[config.mk]
export PLATFORM = sky130hd
export DESIGN_NAME = uls_top
export DESIGN_NICKNAME = d
export VERILOG_FILES = /design/src/rtl/uls_pkg.sv /design/src/rtl/uls_top.sv /design/src/rtl/uls_rx_fifo.sv
export SDC_FILE = /design/constraint.sdc
export NUM_CORES = 1
export LEC_CHECK = 0
export BUFFER_PORTS_ARGS = -buffer_cell sky130_fd_sc_hd__clkbuf_2
export CORE_MARGIN = 1.5
export CORE_UTILIZATION = 45
export CTS_CLUSTER_SIZE = 12
export DETAILED_ROUTE_END_ITERATION = 8
export SYNTH_ARGS = -nofsm -noshare
export SYNTH_HDL_FRONTEND = slang
export SYNTH_SLANG_ARGS = --single-unit
[constraint.sdc]
create_clock -name clk -period 4.5 [get_ports clk]
set_input_delay 0.45 -clock clk [delete_from_list [all_inputs] [get_ports clk]]
set_output_delay 0.45 -clock clk [all_outputs]
set_load 0.005 [all_outputs]
[src/rtl/uls_pkg.sv]
// constants and types for the receive line status and divisor block
// assumes a 32-bit classic wishbone slave with byte addresses
package uls_pkg;
    localparam int          ADR_W      = 8;
    // register byte offsets
    localparam logic [7:0]  OFS_BUF    = 8'h00;
    localparam logic [7:0]  OFS_IEN    = 8'h04;
    localparam logic [7:0]  OFS_FCR    = 8'h08;
    localparam logic [7:0]  OFS_LCTL   = 8'h0C;
    localparam logic [7:0]  OFS_LSTS   = 8'h14;
    localparam logic [7:0]  OFS_DIVL   = 8'h20;
    localparam logic [7:0]  OFS_DIVH   = 8'h24;
    // field positions
    localparam int          STS_RDY    = 0;
    localparam int          STS_OVR    = 1;
    localparam int          STS_PERR   = 2;
    localparam int          IEN_RXI    = 0;
    localparam int          IEN_LSI    = 2;
    localparam int          LCTL_PEN   = 3;
    localparam int          LCTL_EVEN  = 4;
    localparam int          LCTL_DSEL  = 7;
    localparam int          FCR_EN     = 0;
    localparam int          FCR_RXCLR  = 1;
    // reset values
    localparam logic [7:0]  LCTL_RST   = 8'h00;
    localparam logic [7:0]  IEN_RST    = 8'h00;
    localparam logic [7:0]  DIVL_RST   = 8'h00;
    localparam logic [7:0]  DIVH_RST   = 8'h00;
    localparam logic [7:0]  TXH_RST    = 8'h00;
    // timing counts
    localparam logic [1:0]  DIV_WAIT   = 2'h2;
    localparam logic [3:0]  OVS_MID    = 4'h7;
    localparam logic [3:0]  OVS_LAST   = 4'hF;
    localparam logic [2:0]  BIT_LAST   = 3'h7;

    typedef enum logic [4:0] {
        ST_IDLE  = 5'b00001,
        ST_START = 5'b00010,
        ST_DATA  = 5'b00100,
        ST_PAR   = 5'b01000,
        ST_STOP  = 5'b10000
    } uls_rx_state_t;

    typedef enum logic [2:0] {
        T_NONE, T_BUF, T_DIVL, T_IEN, T_DIVH, T_FCR, T_LCTL, T_LSTS
    } uls_tgt_t;
endpackage

[src/rtl/uls_top.sv]
// uart receive line status flags, divisor latches, wishbone slave
// assumes one clock, rx pin asynchronous, 8 data bits, 1 stop bit
//
// Added by the designer: the register offsets and register access over Wishbone.
`timescale 1ns/100ps

// Overview of operation
// parity mismatch against even select flags error
// fifo mode: parity flag follows queue head
// non-fifo: parity flag with buffer, read clears
// overrun with line irq enable raises irq
// line status read clears overrun
// non-fifo: overwrite of unread char sets overrun
// fifo mode: overrun only when full, char done
// overrun char dropped, fifo keeps its entries
// overrun visible at once, not at head
// data ready bit 0, irq with enable
// non-fifo: ready on load, cleared by read
// fifo mode: ready while queue not empty
// divisor is high latch over low latch
// divisor write stalls two wait states
// software loads both latches before use
// access select high: buffer address hits low latch
// access select low: read rx, write tx
// access select picks high latch or enables
// latches also at dedicated addresses
// queue stores parity bit per character
module uls_top
    import uls_pkg::*;
#(
    parameter int FIFO_DEPTH = 16
) (
    input  wire logic        clk,
    input  wire logic        reset,
    input  wire logic        ce,
    input  wire logic        wb_cyc_i,
    input  wire logic        wb_stb_i,
    input  wire logic        wb_we_i,
    input  wire logic [7:0]  wb_adr_i,
    input  wire logic [3:0]  wb_sel_i,
    input  wire logic [31:0] wb_dat_i,
    output logic      [31:0] wb_dat_o,
    output logic             wb_ack_o,
    input  wire logic        rx_i,
    output logic             irq_o,
    output logic      [7:0]  tx_data_o,
    output logic             tx_load_o
);
    logic [1:0]    rx_sync_reg;
    logic          rx_in;
    logic [7:0]    lctl_reg;
    logic [7:0]    ien_reg;
    logic [7:0]    divl_reg;
    logic [7:0]    divh_reg;
    logic [7:0]    rxb_reg;
    logic          fifo_mode_reg;
    logic          rdy_reg;
    logic          perr_reg;
    logic          oe_reg;
    logic [1:0]    wait_reg;
    logic [15:0]   baud_reg;
    logic          tick_reg;
    uls_rx_state_t st_reg;
    logic [3:0]    os_reg;
    logic [2:0]    bit_reg;
    logic [7:0]    sh_reg;
    logic          par_reg;
    logic          done_reg;
    logic          done_perr_reg;
    logic [7:0]    done_chr_reg;

    uls_tgt_t      tgt;
    logic          req;
    logic          div_wr;
    logic          go;
    logic          wr;
    logic          rd;
    logic          rd_buf;
    logic          rd_sts;
    logic          div_load;
    logic          fifo_clr;
    logic          push;
    logic          pop;
    logic [8:0]    head;
    logic          full;
    logic          empty;
    logic          rdy_flag;
    logic          perr_flag;
    logic          oe_set;
    logic [7:0]    sts_val;
    logic [7:0]    rdata;
    logic [15:0]   divisor;

    function automatic uls_tgt_t decode(input logic [7:0] adr,
                                        input logic       dsel);
        case (adr)
            OFS_BUF:  decode = dsel ? T_DIVL : T_BUF;
            OFS_IEN:  decode = dsel ? T_DIVH : T_IEN;
            OFS_FCR:  decode = T_FCR;
            OFS_LCTL: decode = T_LCTL;
            OFS_LSTS: decode = T_LSTS;
            OFS_DIVL: decode = T_DIVL;
            OFS_DIVH: decode = T_DIVH;
            default: decode = T_NONE;
        endcase
    endfunction

    // bus decode; an access completes at the edge that raises ack
    assign tgt    = decode(wb_adr_i, lctl_reg[LCTL_DSEL]);
    assign req    = wb_cyc_i & wb_stb_i & ~wb_ack_o;
    assign div_wr = req & wb_we_i & (tgt == T_DIVL || tgt == T_DIVH);
    assign go     = req & (~div_wr | wait_reg == DIV_WAIT);
    assign wr     = go & wb_we_i & wb_sel_i[0];
    assign rd     = go & ~wb_we_i;
    assign rd_buf = rd & (tgt == T_BUF);
    assign rd_sts = rd & (tgt == T_LSTS);
    assign div_load = wr & (tgt == T_DIVL || tgt == T_DIVH);
    assign divisor  = {divh_reg, divl_reg};

    always_ff @(posedge clk or posedge reset) begin
        if (reset) begin
            wait_reg <= '0;
        end else if (ce) begin
            wait_reg <= (div_wr & ~go) ? wait_reg + 2'h1 : '0;
        end
    end

    always_ff @(posedge clk or posedge reset) begin
        if (reset) begin
            wb_ack_o <= 1'b0;
            wb_dat_o <= '0;
        end else if (ce) begin
            wb_ack_o <= go;
            if (go) begin
                wb_dat_o <= rd ? {24'h000000, rdata} : 32'h00000000;
            end
        end
    end

    always_comb begin
        sts_val           = 8'h00;
        sts_val[STS_RDY]  = rdy_flag;
        sts_val[STS_OVR]  = oe_reg;
        sts_val[STS_PERR] = perr_flag;
    end

    always_comb begin
        case (tgt)
            T_BUF:   rdata = fifo_mode_reg ? head[7:0] : rxb_reg;
            T_DIVL:  rdata = divl_reg;
            T_DIVH:  rdata = divh_reg;
            T_IEN:   rdata = ien_reg;
            T_FCR:   rdata = {7'h00, fifo_mode_reg};
            T_LCTL:  rdata = lctl_reg;
            T_LSTS:  rdata = sts_val;
            default: rdata = 8'h00;
        endcase
    end

    always_ff @(posedge clk or posedge reset) begin
        if (reset) begin
            lctl_reg <= LCTL_RST;
        end else if (ce && wr && tgt == T_LCTL) begin
            lctl_reg <= wb_dat_i[7:0];
        end
    end

    always_ff @(posedge clk or posedge reset) begin
        if (reset) begin
            ien_reg <= IEN_RST;
        end else if (ce && wr && tgt == T_IEN) begin
            ien_reg <= wb_dat_i[7:0];
        end
    end

    // the divisor only changes at the end of the stalled write
    always_ff @(posedge clk or posedge reset) begin
        if (reset) begin
            divl_reg <= DIVL_RST;
            divh_reg <= DIVH_RST;
        end else if (ce && wr) begin
            if (tgt == T_DIVL) begin
                divl_reg <= wb_dat_i[7:0];
            end
            if (tgt == T_DIVH) begin
                divh_reg <= wb_dat_i[7:0];
            end
        end
    end

    always_ff @(posedge clk or posedge reset) begin
        if (reset) begin
            tx_data_o <= TXH_RST;
            tx_load_o <= 1'b0;
        end else if (ce) begin
            tx_load_o <= wr & (tgt == T_BUF);
            if (wr && tgt == T_BUF) begin
                tx_data_o <= wb_dat_i[7:0];
            end
        end
    end

    // mode change also empties the queue so stale data never shows
    assign fifo_clr = wr & (tgt == T_FCR) &
                      (wb_dat_i[FCR_RXCLR] |
                       (wb_dat_i[FCR_EN] != fifo_mode_reg));

    always_ff @(posedge clk or posedge reset) begin
        if (reset) begin
            fifo_mode_reg <= 1'b0;
        end else if (ce && wr && tgt == T_FCR) begin
            fifo_mode_reg <= wb_dat_i[FCR_EN];
        end
    end

    // rx pin crosses in through two flops
    always_ff @(posedge clk or posedge reset) begin
        if (reset) begin
            rx_sync_reg <= 2'h3;
        end else if (ce) begin
            rx_sync_reg <= {rx_sync_reg[0], rx_i};
        end
    end
    assign rx_in = rx_sync_reg[1];

    // divisor zero stops the generator; reload restarts the count
    always_ff @(posedge clk or posedge reset) begin
        if (reset) begin
            baud_reg <= '0;
            tick_reg <= 1'b0;
        end else if (ce) begin
            if (div_load || divisor == 16'h0000) begin
                baud_reg <= '0;
                tick_reg <= 1'b0;
            end else if (baud_reg >= divisor - 16'h0001) begin
                baud_reg <= '0;
                tick_reg <= 1'b1;
            end else begin
                baud_reg <= baud_reg + 16'h0001;
                tick_reg <= 1'b0;
            end
        end
    end

    // 16x oversampled receiver, stop bit level is not checked
    always_ff @(posedge clk or posedge reset) begin
        if (reset) begin
            st_reg  <= ST_IDLE;
            os_reg  <= '0;
            bit_reg <= '0;
            sh_reg  <= '0;
            par_reg <= 1'b0;
        end else if (ce && tick_reg) begin
            os_reg <= os_reg + 4'h1;
            case (st_reg)
                ST_IDLE: begin
                    os_reg <= '0;
                    if (!rx_in) begin
                        st_reg <= ST_START;
                    end
                end
                ST_START: begin
                    if (os_reg == OVS_MID) begin
                        os_reg  <= '0;
                        bit_reg <= '0;
                        st_reg  <= rx_in ? ST_IDLE : ST_DATA;
                    end
                end
                ST_DATA: begin
                    if (os_reg == OVS_LAST) begin
                        sh_reg  <= {rx_in, sh_reg[7:1]};
                        bit_reg <= bit_reg + 3'h1;
                        if (bit_reg == BIT_LAST) begin
                            st_reg <= lctl_reg[LCTL_PEN] ? ST_PAR : ST_STOP;
                        end
                    end
                end
                ST_PAR: begin
                    if (os_reg == OVS_LAST) begin
                        par_reg <= rx_in;
                        st_reg  <= ST_STOP;
                    end
                end
                ST_STOP: begin
                    if (os_reg == OVS_LAST) begin
                        st_reg <= ST_IDLE;
                    end
                end
                default: st_reg <= ST_IDLE;
            endcase
        end
    end

    // a finished character is a one-cycle pulse with its parity verdict
    always_ff @(posedge clk or posedge reset) begin
        if (reset) begin
            done_reg      <= 1'b0;
            done_perr_reg <= 1'b0;
            done_chr_reg  <= '0;
        end else if (ce) begin
            done_reg <= tick_reg & (st_reg == ST_STOP) &
                        (os_reg == OVS_LAST);
            if (tick_reg && st_reg == ST_STOP && os_reg == OVS_LAST) begin
                done_chr_reg  <= sh_reg;
                done_perr_reg <= lctl_reg[LCTL_PEN] &
                    ((^{sh_reg, par_reg}) == lctl_reg[LCTL_EVEN]);
            end
        end
    end

    assign pop  = fifo_mode_reg & rd_buf & ~empty;
    assign push = fifo_mode_reg & done_reg & (~full | pop);

    uls_rx_fifo #(
        .W     (9),
        .DEPTH (FIFO_DEPTH)
    ) u_rx_fifo (
        .clk   (clk),
        .reset (reset),
        .ce    (ce),
        .clear (fifo_clr),
        .push  (push),
        .wdata ({done_perr_reg, done_chr_reg}),
        .pop   (pop),
        .head  (head),
        .full  (full),
        .empty (empty)
    );

    assign rdy_flag  = fifo_mode_reg ? ~empty : rdy_reg;
    assign perr_flag = fifo_mode_reg ? (~empty & head[8]) : perr_reg;

    // single buffer path; a new character beats a read in the same cycle
    always_ff @(posedge clk or posedge reset) begin
        if (reset) begin
            rxb_reg  <= '0;
            rdy_reg  <= 1'b0;
            perr_reg <= 1'b0;
        end else if (ce) begin
            if (fifo_clr) begin
                rdy_reg  <= 1'b0;
                perr_reg <= 1'b0;
            end else if (done_reg && !fifo_mode_reg) begin
                rxb_reg  <= done_chr_reg;
                rdy_reg  <= 1'b1;
                perr_reg <= done_perr_reg;
            end else if (rd_buf && !fifo_mode_reg) begin
                rdy_reg  <= 1'b0;
                perr_reg <= 1'b0;
            end
        end
    end

    // a read in the same cycle as the arrival saves the old char
    assign oe_set = done_reg & (fifo_mode_reg ? (full & ~pop)
                                              : (rdy_reg & ~rd_buf));

    always_ff @(posedge clk or posedge reset) begin
        if (reset) begin
            oe_reg <= 1'b0;
        end else if (ce) begin
            oe_reg <= oe_set | (oe_reg & ~rd_sts);
        end
    end

    always_ff @(posedge clk or posedge reset) begin
        if (reset) begin
            irq_o <= 1'b0;
        end else if (ce) begin
            irq_o <= (ien_reg[IEN_LSI] & (oe_reg | perr_flag)) |
                     (ien_reg[IEN_RXI] & rdy_flag);
        end
    end
endmodule

[src/rtl/uls_rx_fifo.sv]
// receive queue: character plus its error bit per entry
// assumes depth is a power of two; head comes out of a register
`timescale 1ns/100ps
module uls_rx_fifo #(
    parameter int W     = 9,
    parameter int DEPTH = 16
) (
    input  wire logic         clk,
    input  wire logic         reset,
    input  wire logic         ce,
    input  wire logic         clear,
    input  wire logic         push,
    input  wire logic [W-1:0] wdata,
    input  wire logic         pop,
    output logic      [W-1:0] head,
    output logic              full,
    output logic              empty
);
    localparam int AW = $clog2(DEPTH);

    logic [W-1:0]  mem [DEPTH];
    logic [AW-1:0] wr_reg;
    logic [AW-1:0] rd_reg;
    logic [AW-1:0] rd_next;
    logic [AW:0]   cnt_reg;
    logic [AW:0]   cnt_next;
    logic          do_push;
    logic          do_pop;

    // push while full only succeeds when a pop frees a slot
    assign do_pop   = pop & ~empty;
    assign do_push  = push & (~full | do_pop);
    assign rd_next  = do_pop ? rd_reg + 1'b1 : rd_reg;
    assign cnt_next = cnt_reg + (AW+1)'(do_push) - (AW+1)'(do_pop);

    always_ff @(posedge clk) begin
        if (ce && do_push) begin
            mem[wr_reg] <= wdata;
        end
    end

    always_ff @(posedge clk or posedge reset) begin
        if (reset) begin
            wr_reg  <= '0;
            rd_reg  <= '0;
            cnt_reg <= '0;
        end else if (ce) begin
            if (clear) begin
                wr_reg  <= '0;
                rd_reg  <= '0;
                cnt_reg <= '0;
            end else begin
                wr_reg  <= do_push ? wr_reg + 1'b1 : wr_reg;
                rd_reg  <= rd_next;
                cnt_reg <= cnt_next;
            end
        end
    end

    // bypass: the word being written may become the new head
    always_ff @(posedge clk or posedge reset) begin
        if (reset) begin
            head <= '0;
        end else if (ce) begin
            if (do_push && wr_reg == rd_next) begin
                head <= wdata;
            end else begin
                head <= mem[rd_next];
            end
        end
    end

    always_ff @(posedge clk or posedge reset) begin
        if (reset) begin
            full  <= 1'b0;
            empty <= 1'b1;
        end else if (ce) begin
            full  <= ~clear & (cnt_next == (AW+1)'(DEPTH));
            empty <= clear | (cnt_next == '0);
        end
    end
endmodule

==> metrics.cfg <==
[run_status]
status = completed

[critical_path]
cp_top_family = simple AND/OR/NAND/NOR gates
cp-end-kind = flop
cp_slowest_stage_delay_ns = 0.44
startpoint = divl_reg[4]$_DFFE_PP0P_
path_buf_inv = 0
worstPathRequired_ns = 4.94
cpMostUsedCell = nor2b_1
cp_max_fo = 9
crit_chain = or3_1, nor4_1, nor2b_1, nor2b_1, xnor2_1, ha_1, a211oi_1, nand2_1, a311oi_1, o31ai_1, a21oi_1, nand3_2, o311ai_0
worstSetupPathType = flop to flop
cpMaxStageDelayCell = dfrtp_1
reg2reg_from = divl_reg[4]$_DFFE_PP0P_
startpoint_type = flop
cp.arrival_ns = 4.09

[clocking]
clock-root-buffer = clkbuf_16
clkLatencyLatePin_ns = 0.57
htreeDepth = 1
ctsResizeCount = 0
cts_tree = done
cts_buffers = 31
cts_setup_buffers = 0
cts_sinks = 283
ctsHoldBuffers = 0
cts_buffer_depth = 3
clk_pin_slew_ns = 0.06

[power_and_ir_drop]
vdd_drop_max_mv = 0.3078
p_per_area_nw_per_um2 = 384.2
p_leak_uw = 0.005831

[yosys]
yosysSeqAreaShare = 0.5686
synth_edf_count = 144
ys_types = 80
syn_area_um2 = 13730
yosys.area.top_type = edfxtp_1
syn_inst = 1186
avgSynthCellArea_um2 = 11.58
yosys_warnings = 0
synth-seq-cells = 283
async_reset_ff_frac = 0.4912
synthTopCellsByArea = edfxtp_1 31%, dfrtp_1 25%, mux2_2 5.1%
synth_ff_type = edfxtp_1
synth_top_area_share = 0.3149

[placement]
hpwl_mm = 20.96
io_buffers = 42
place_congestion = 0.8174

[detailed_routing]
wirelength_mm = 31.77
routed-wl-met3_mm = 1.346
antenna_left = 0
drc = 0
dr.first_iter.drc_count = 613
wire_per_inst_um = 19.16
routed-wl-met2_mm = 14.84
top_layer_used = met4
vias_per_cell = 5.661
via_count = 9386
met1_length_mm = 14.67
drt_pass1_iterations = 4

[timing]
period_share = 0.8104
fmaxAchievable_mhz = 274.2
tightestPinTransition_ns = 1.072
holdWs_ns = 0.03071
slew_headroom = 0.2807
slew_violations = 0
finalSetupViolCount = 0
hold_viol = 0
tns_ns = 0
fin_skew_ns = 0.01197
post-route-min-period_ns = 3.647
rsz0062_at_grt = no

[floorplanning]
die_area_um2 = 31570
start_util = 0.4596
num_rows = 63
ioPinCount = 94
die_h_um = 177.7
die_width_um = 177.7
design.core.area_um2 = 29870

[finish]
final_cell_mix = 176 x nand2_1, 144 x edfxtp_1, 135 x dfrtp_1
largest_register_ffs = 144
finalNetCount = 1329
synthToLayoutAreaGrowth_pct = 12.04
diodes = 0
layout_commonest_cell = nand2_1
drive_gt1_frac = 0.1664

[global_route]
grt_pass1_vias = 9179
antenna_found_initial = 0
grt_util_all_layers = 0.2062
grt_overflow_total = 0
grt_pass1_wl_mm = 50.68
grt_max_degree = 105

[hold_path]
hp-class = input port to asynchronous set/reset pin

[run]
maxCapViolCount = 0

-- final timing paths --
path,end,slack (ns),cells after the start
max,baud_reg[13]$_DFFE_PP0P_,0.85,13
min,baud_reg[11]$_DFFE_PP0P_,0.03,2
max reg2reg,baud_reg[13]$_DFFE_PP0P_,0.85,13
min reg2reg,tx_load_o$_DFFE_PP0P_,0.48,1
max in group asynchronous,rx_sync_reg[0]$_DFFE_PP1P_,3.31,3
min in group clk,rx_sync_reg[0]$_DFFE_PP1P_,0.11,2
-- layer usage --
metal | vias to the layer above | track usage
met5 | - | 0
met3 | 56 | 0.02164
met2 | 243 | 0.3394
met1 | 4648 | 0.2866
li1 | 4439 | -
met4 | 0 | 0.06548
-- Yosys cell counts (7+ instances only) --
| cell | n |
|---|---|
| o21ai_0 | 49 |
| a221o_1 | 7 |
| mux2i_1 | 35 |
| buf_2 | 8 |
| nand2_1 | 176 |
| dfrtp_1 | 135 |
| buf_4 | 28 |
| a21oi_1 | 19 |
| nor3_1 | 22 |
| nand4_1 | 15 |
| xor2_1 | 10 |
| nor4_1 | 7 |
| o2bb2ai_1 | 11 |
| a31oi_1 | 26 |
| inv_1 | 44 |
| o22ai_1 | 11 |
| clkbuf_1 | 31 |
| nand3_1 | 55 |
| a2111oi_1 | 8 |
| nor2b_1 | 11 |
| ha_1 | 32 |
| xnor2_1 | 27 |
| nand3b_1 | 7 |
| mux2_2 | 62 |
| a32oi_1 | 21 |
| edfxtp_1 | 144 |
| nor2_1 | 66 |
-- metrics by stage --
| stage | instances | setup WS, ns | utilization | power, uW | area (um2) |
|---|---|---|---|---|---|
| after floorplan | 1209 | 0.3321 | - | 3372 | 13820 |
| after global placement | 1602 | 0.8659 | 0.4825 | 3512 | 14410 |
| after detailed placement | 1602 | 0.7753 | 0.4825 | 3530 | 14410 |
| after CTS | 1658 | 0.8151 | 0.5149 | 5967 | 15380 |
| after global routing | 1658 | 0.4959 | 0.5149 | 6165 | 15380 |
| final | 1658 | 0.8531 | 0.5149 | 5910 | 15380 |
-- report_power, final --
group	total [uW]	switching, uW	internal [uW]
Combinational	610	367	243
Clock	2430	1020	1410
Sequential	2870	83.6	2790
Total	5910	1470	4440
-- cell type report --
type,count,area (um2)
fillers,2659,14490
repair buffers,73,455.4
inverters,45,173.9
multi-input cells,811,5489
flip-flops and latches,283,7807
well taps,390,488.0
clock buffers,41,833.3
clock inverters,15,136.4
-- kinds of logic after synthesis --
kind of cell / after synthesis / synth area share
AOI/OAI and AO/OA: 204 / 0.1066
xor gates and xnor gates: 41 / 0.02962
adders and majority gates: 33 / 0.03062
buffers and inverters: 115 / 0.03982
DFF: 283 / 0.5686
muxes: 100 / 0.07882
other: 1 / 0.0002731
and+or+nand+nor: 409 / 0.1456
Note: power is estimated with default switching activity, not from simulation.
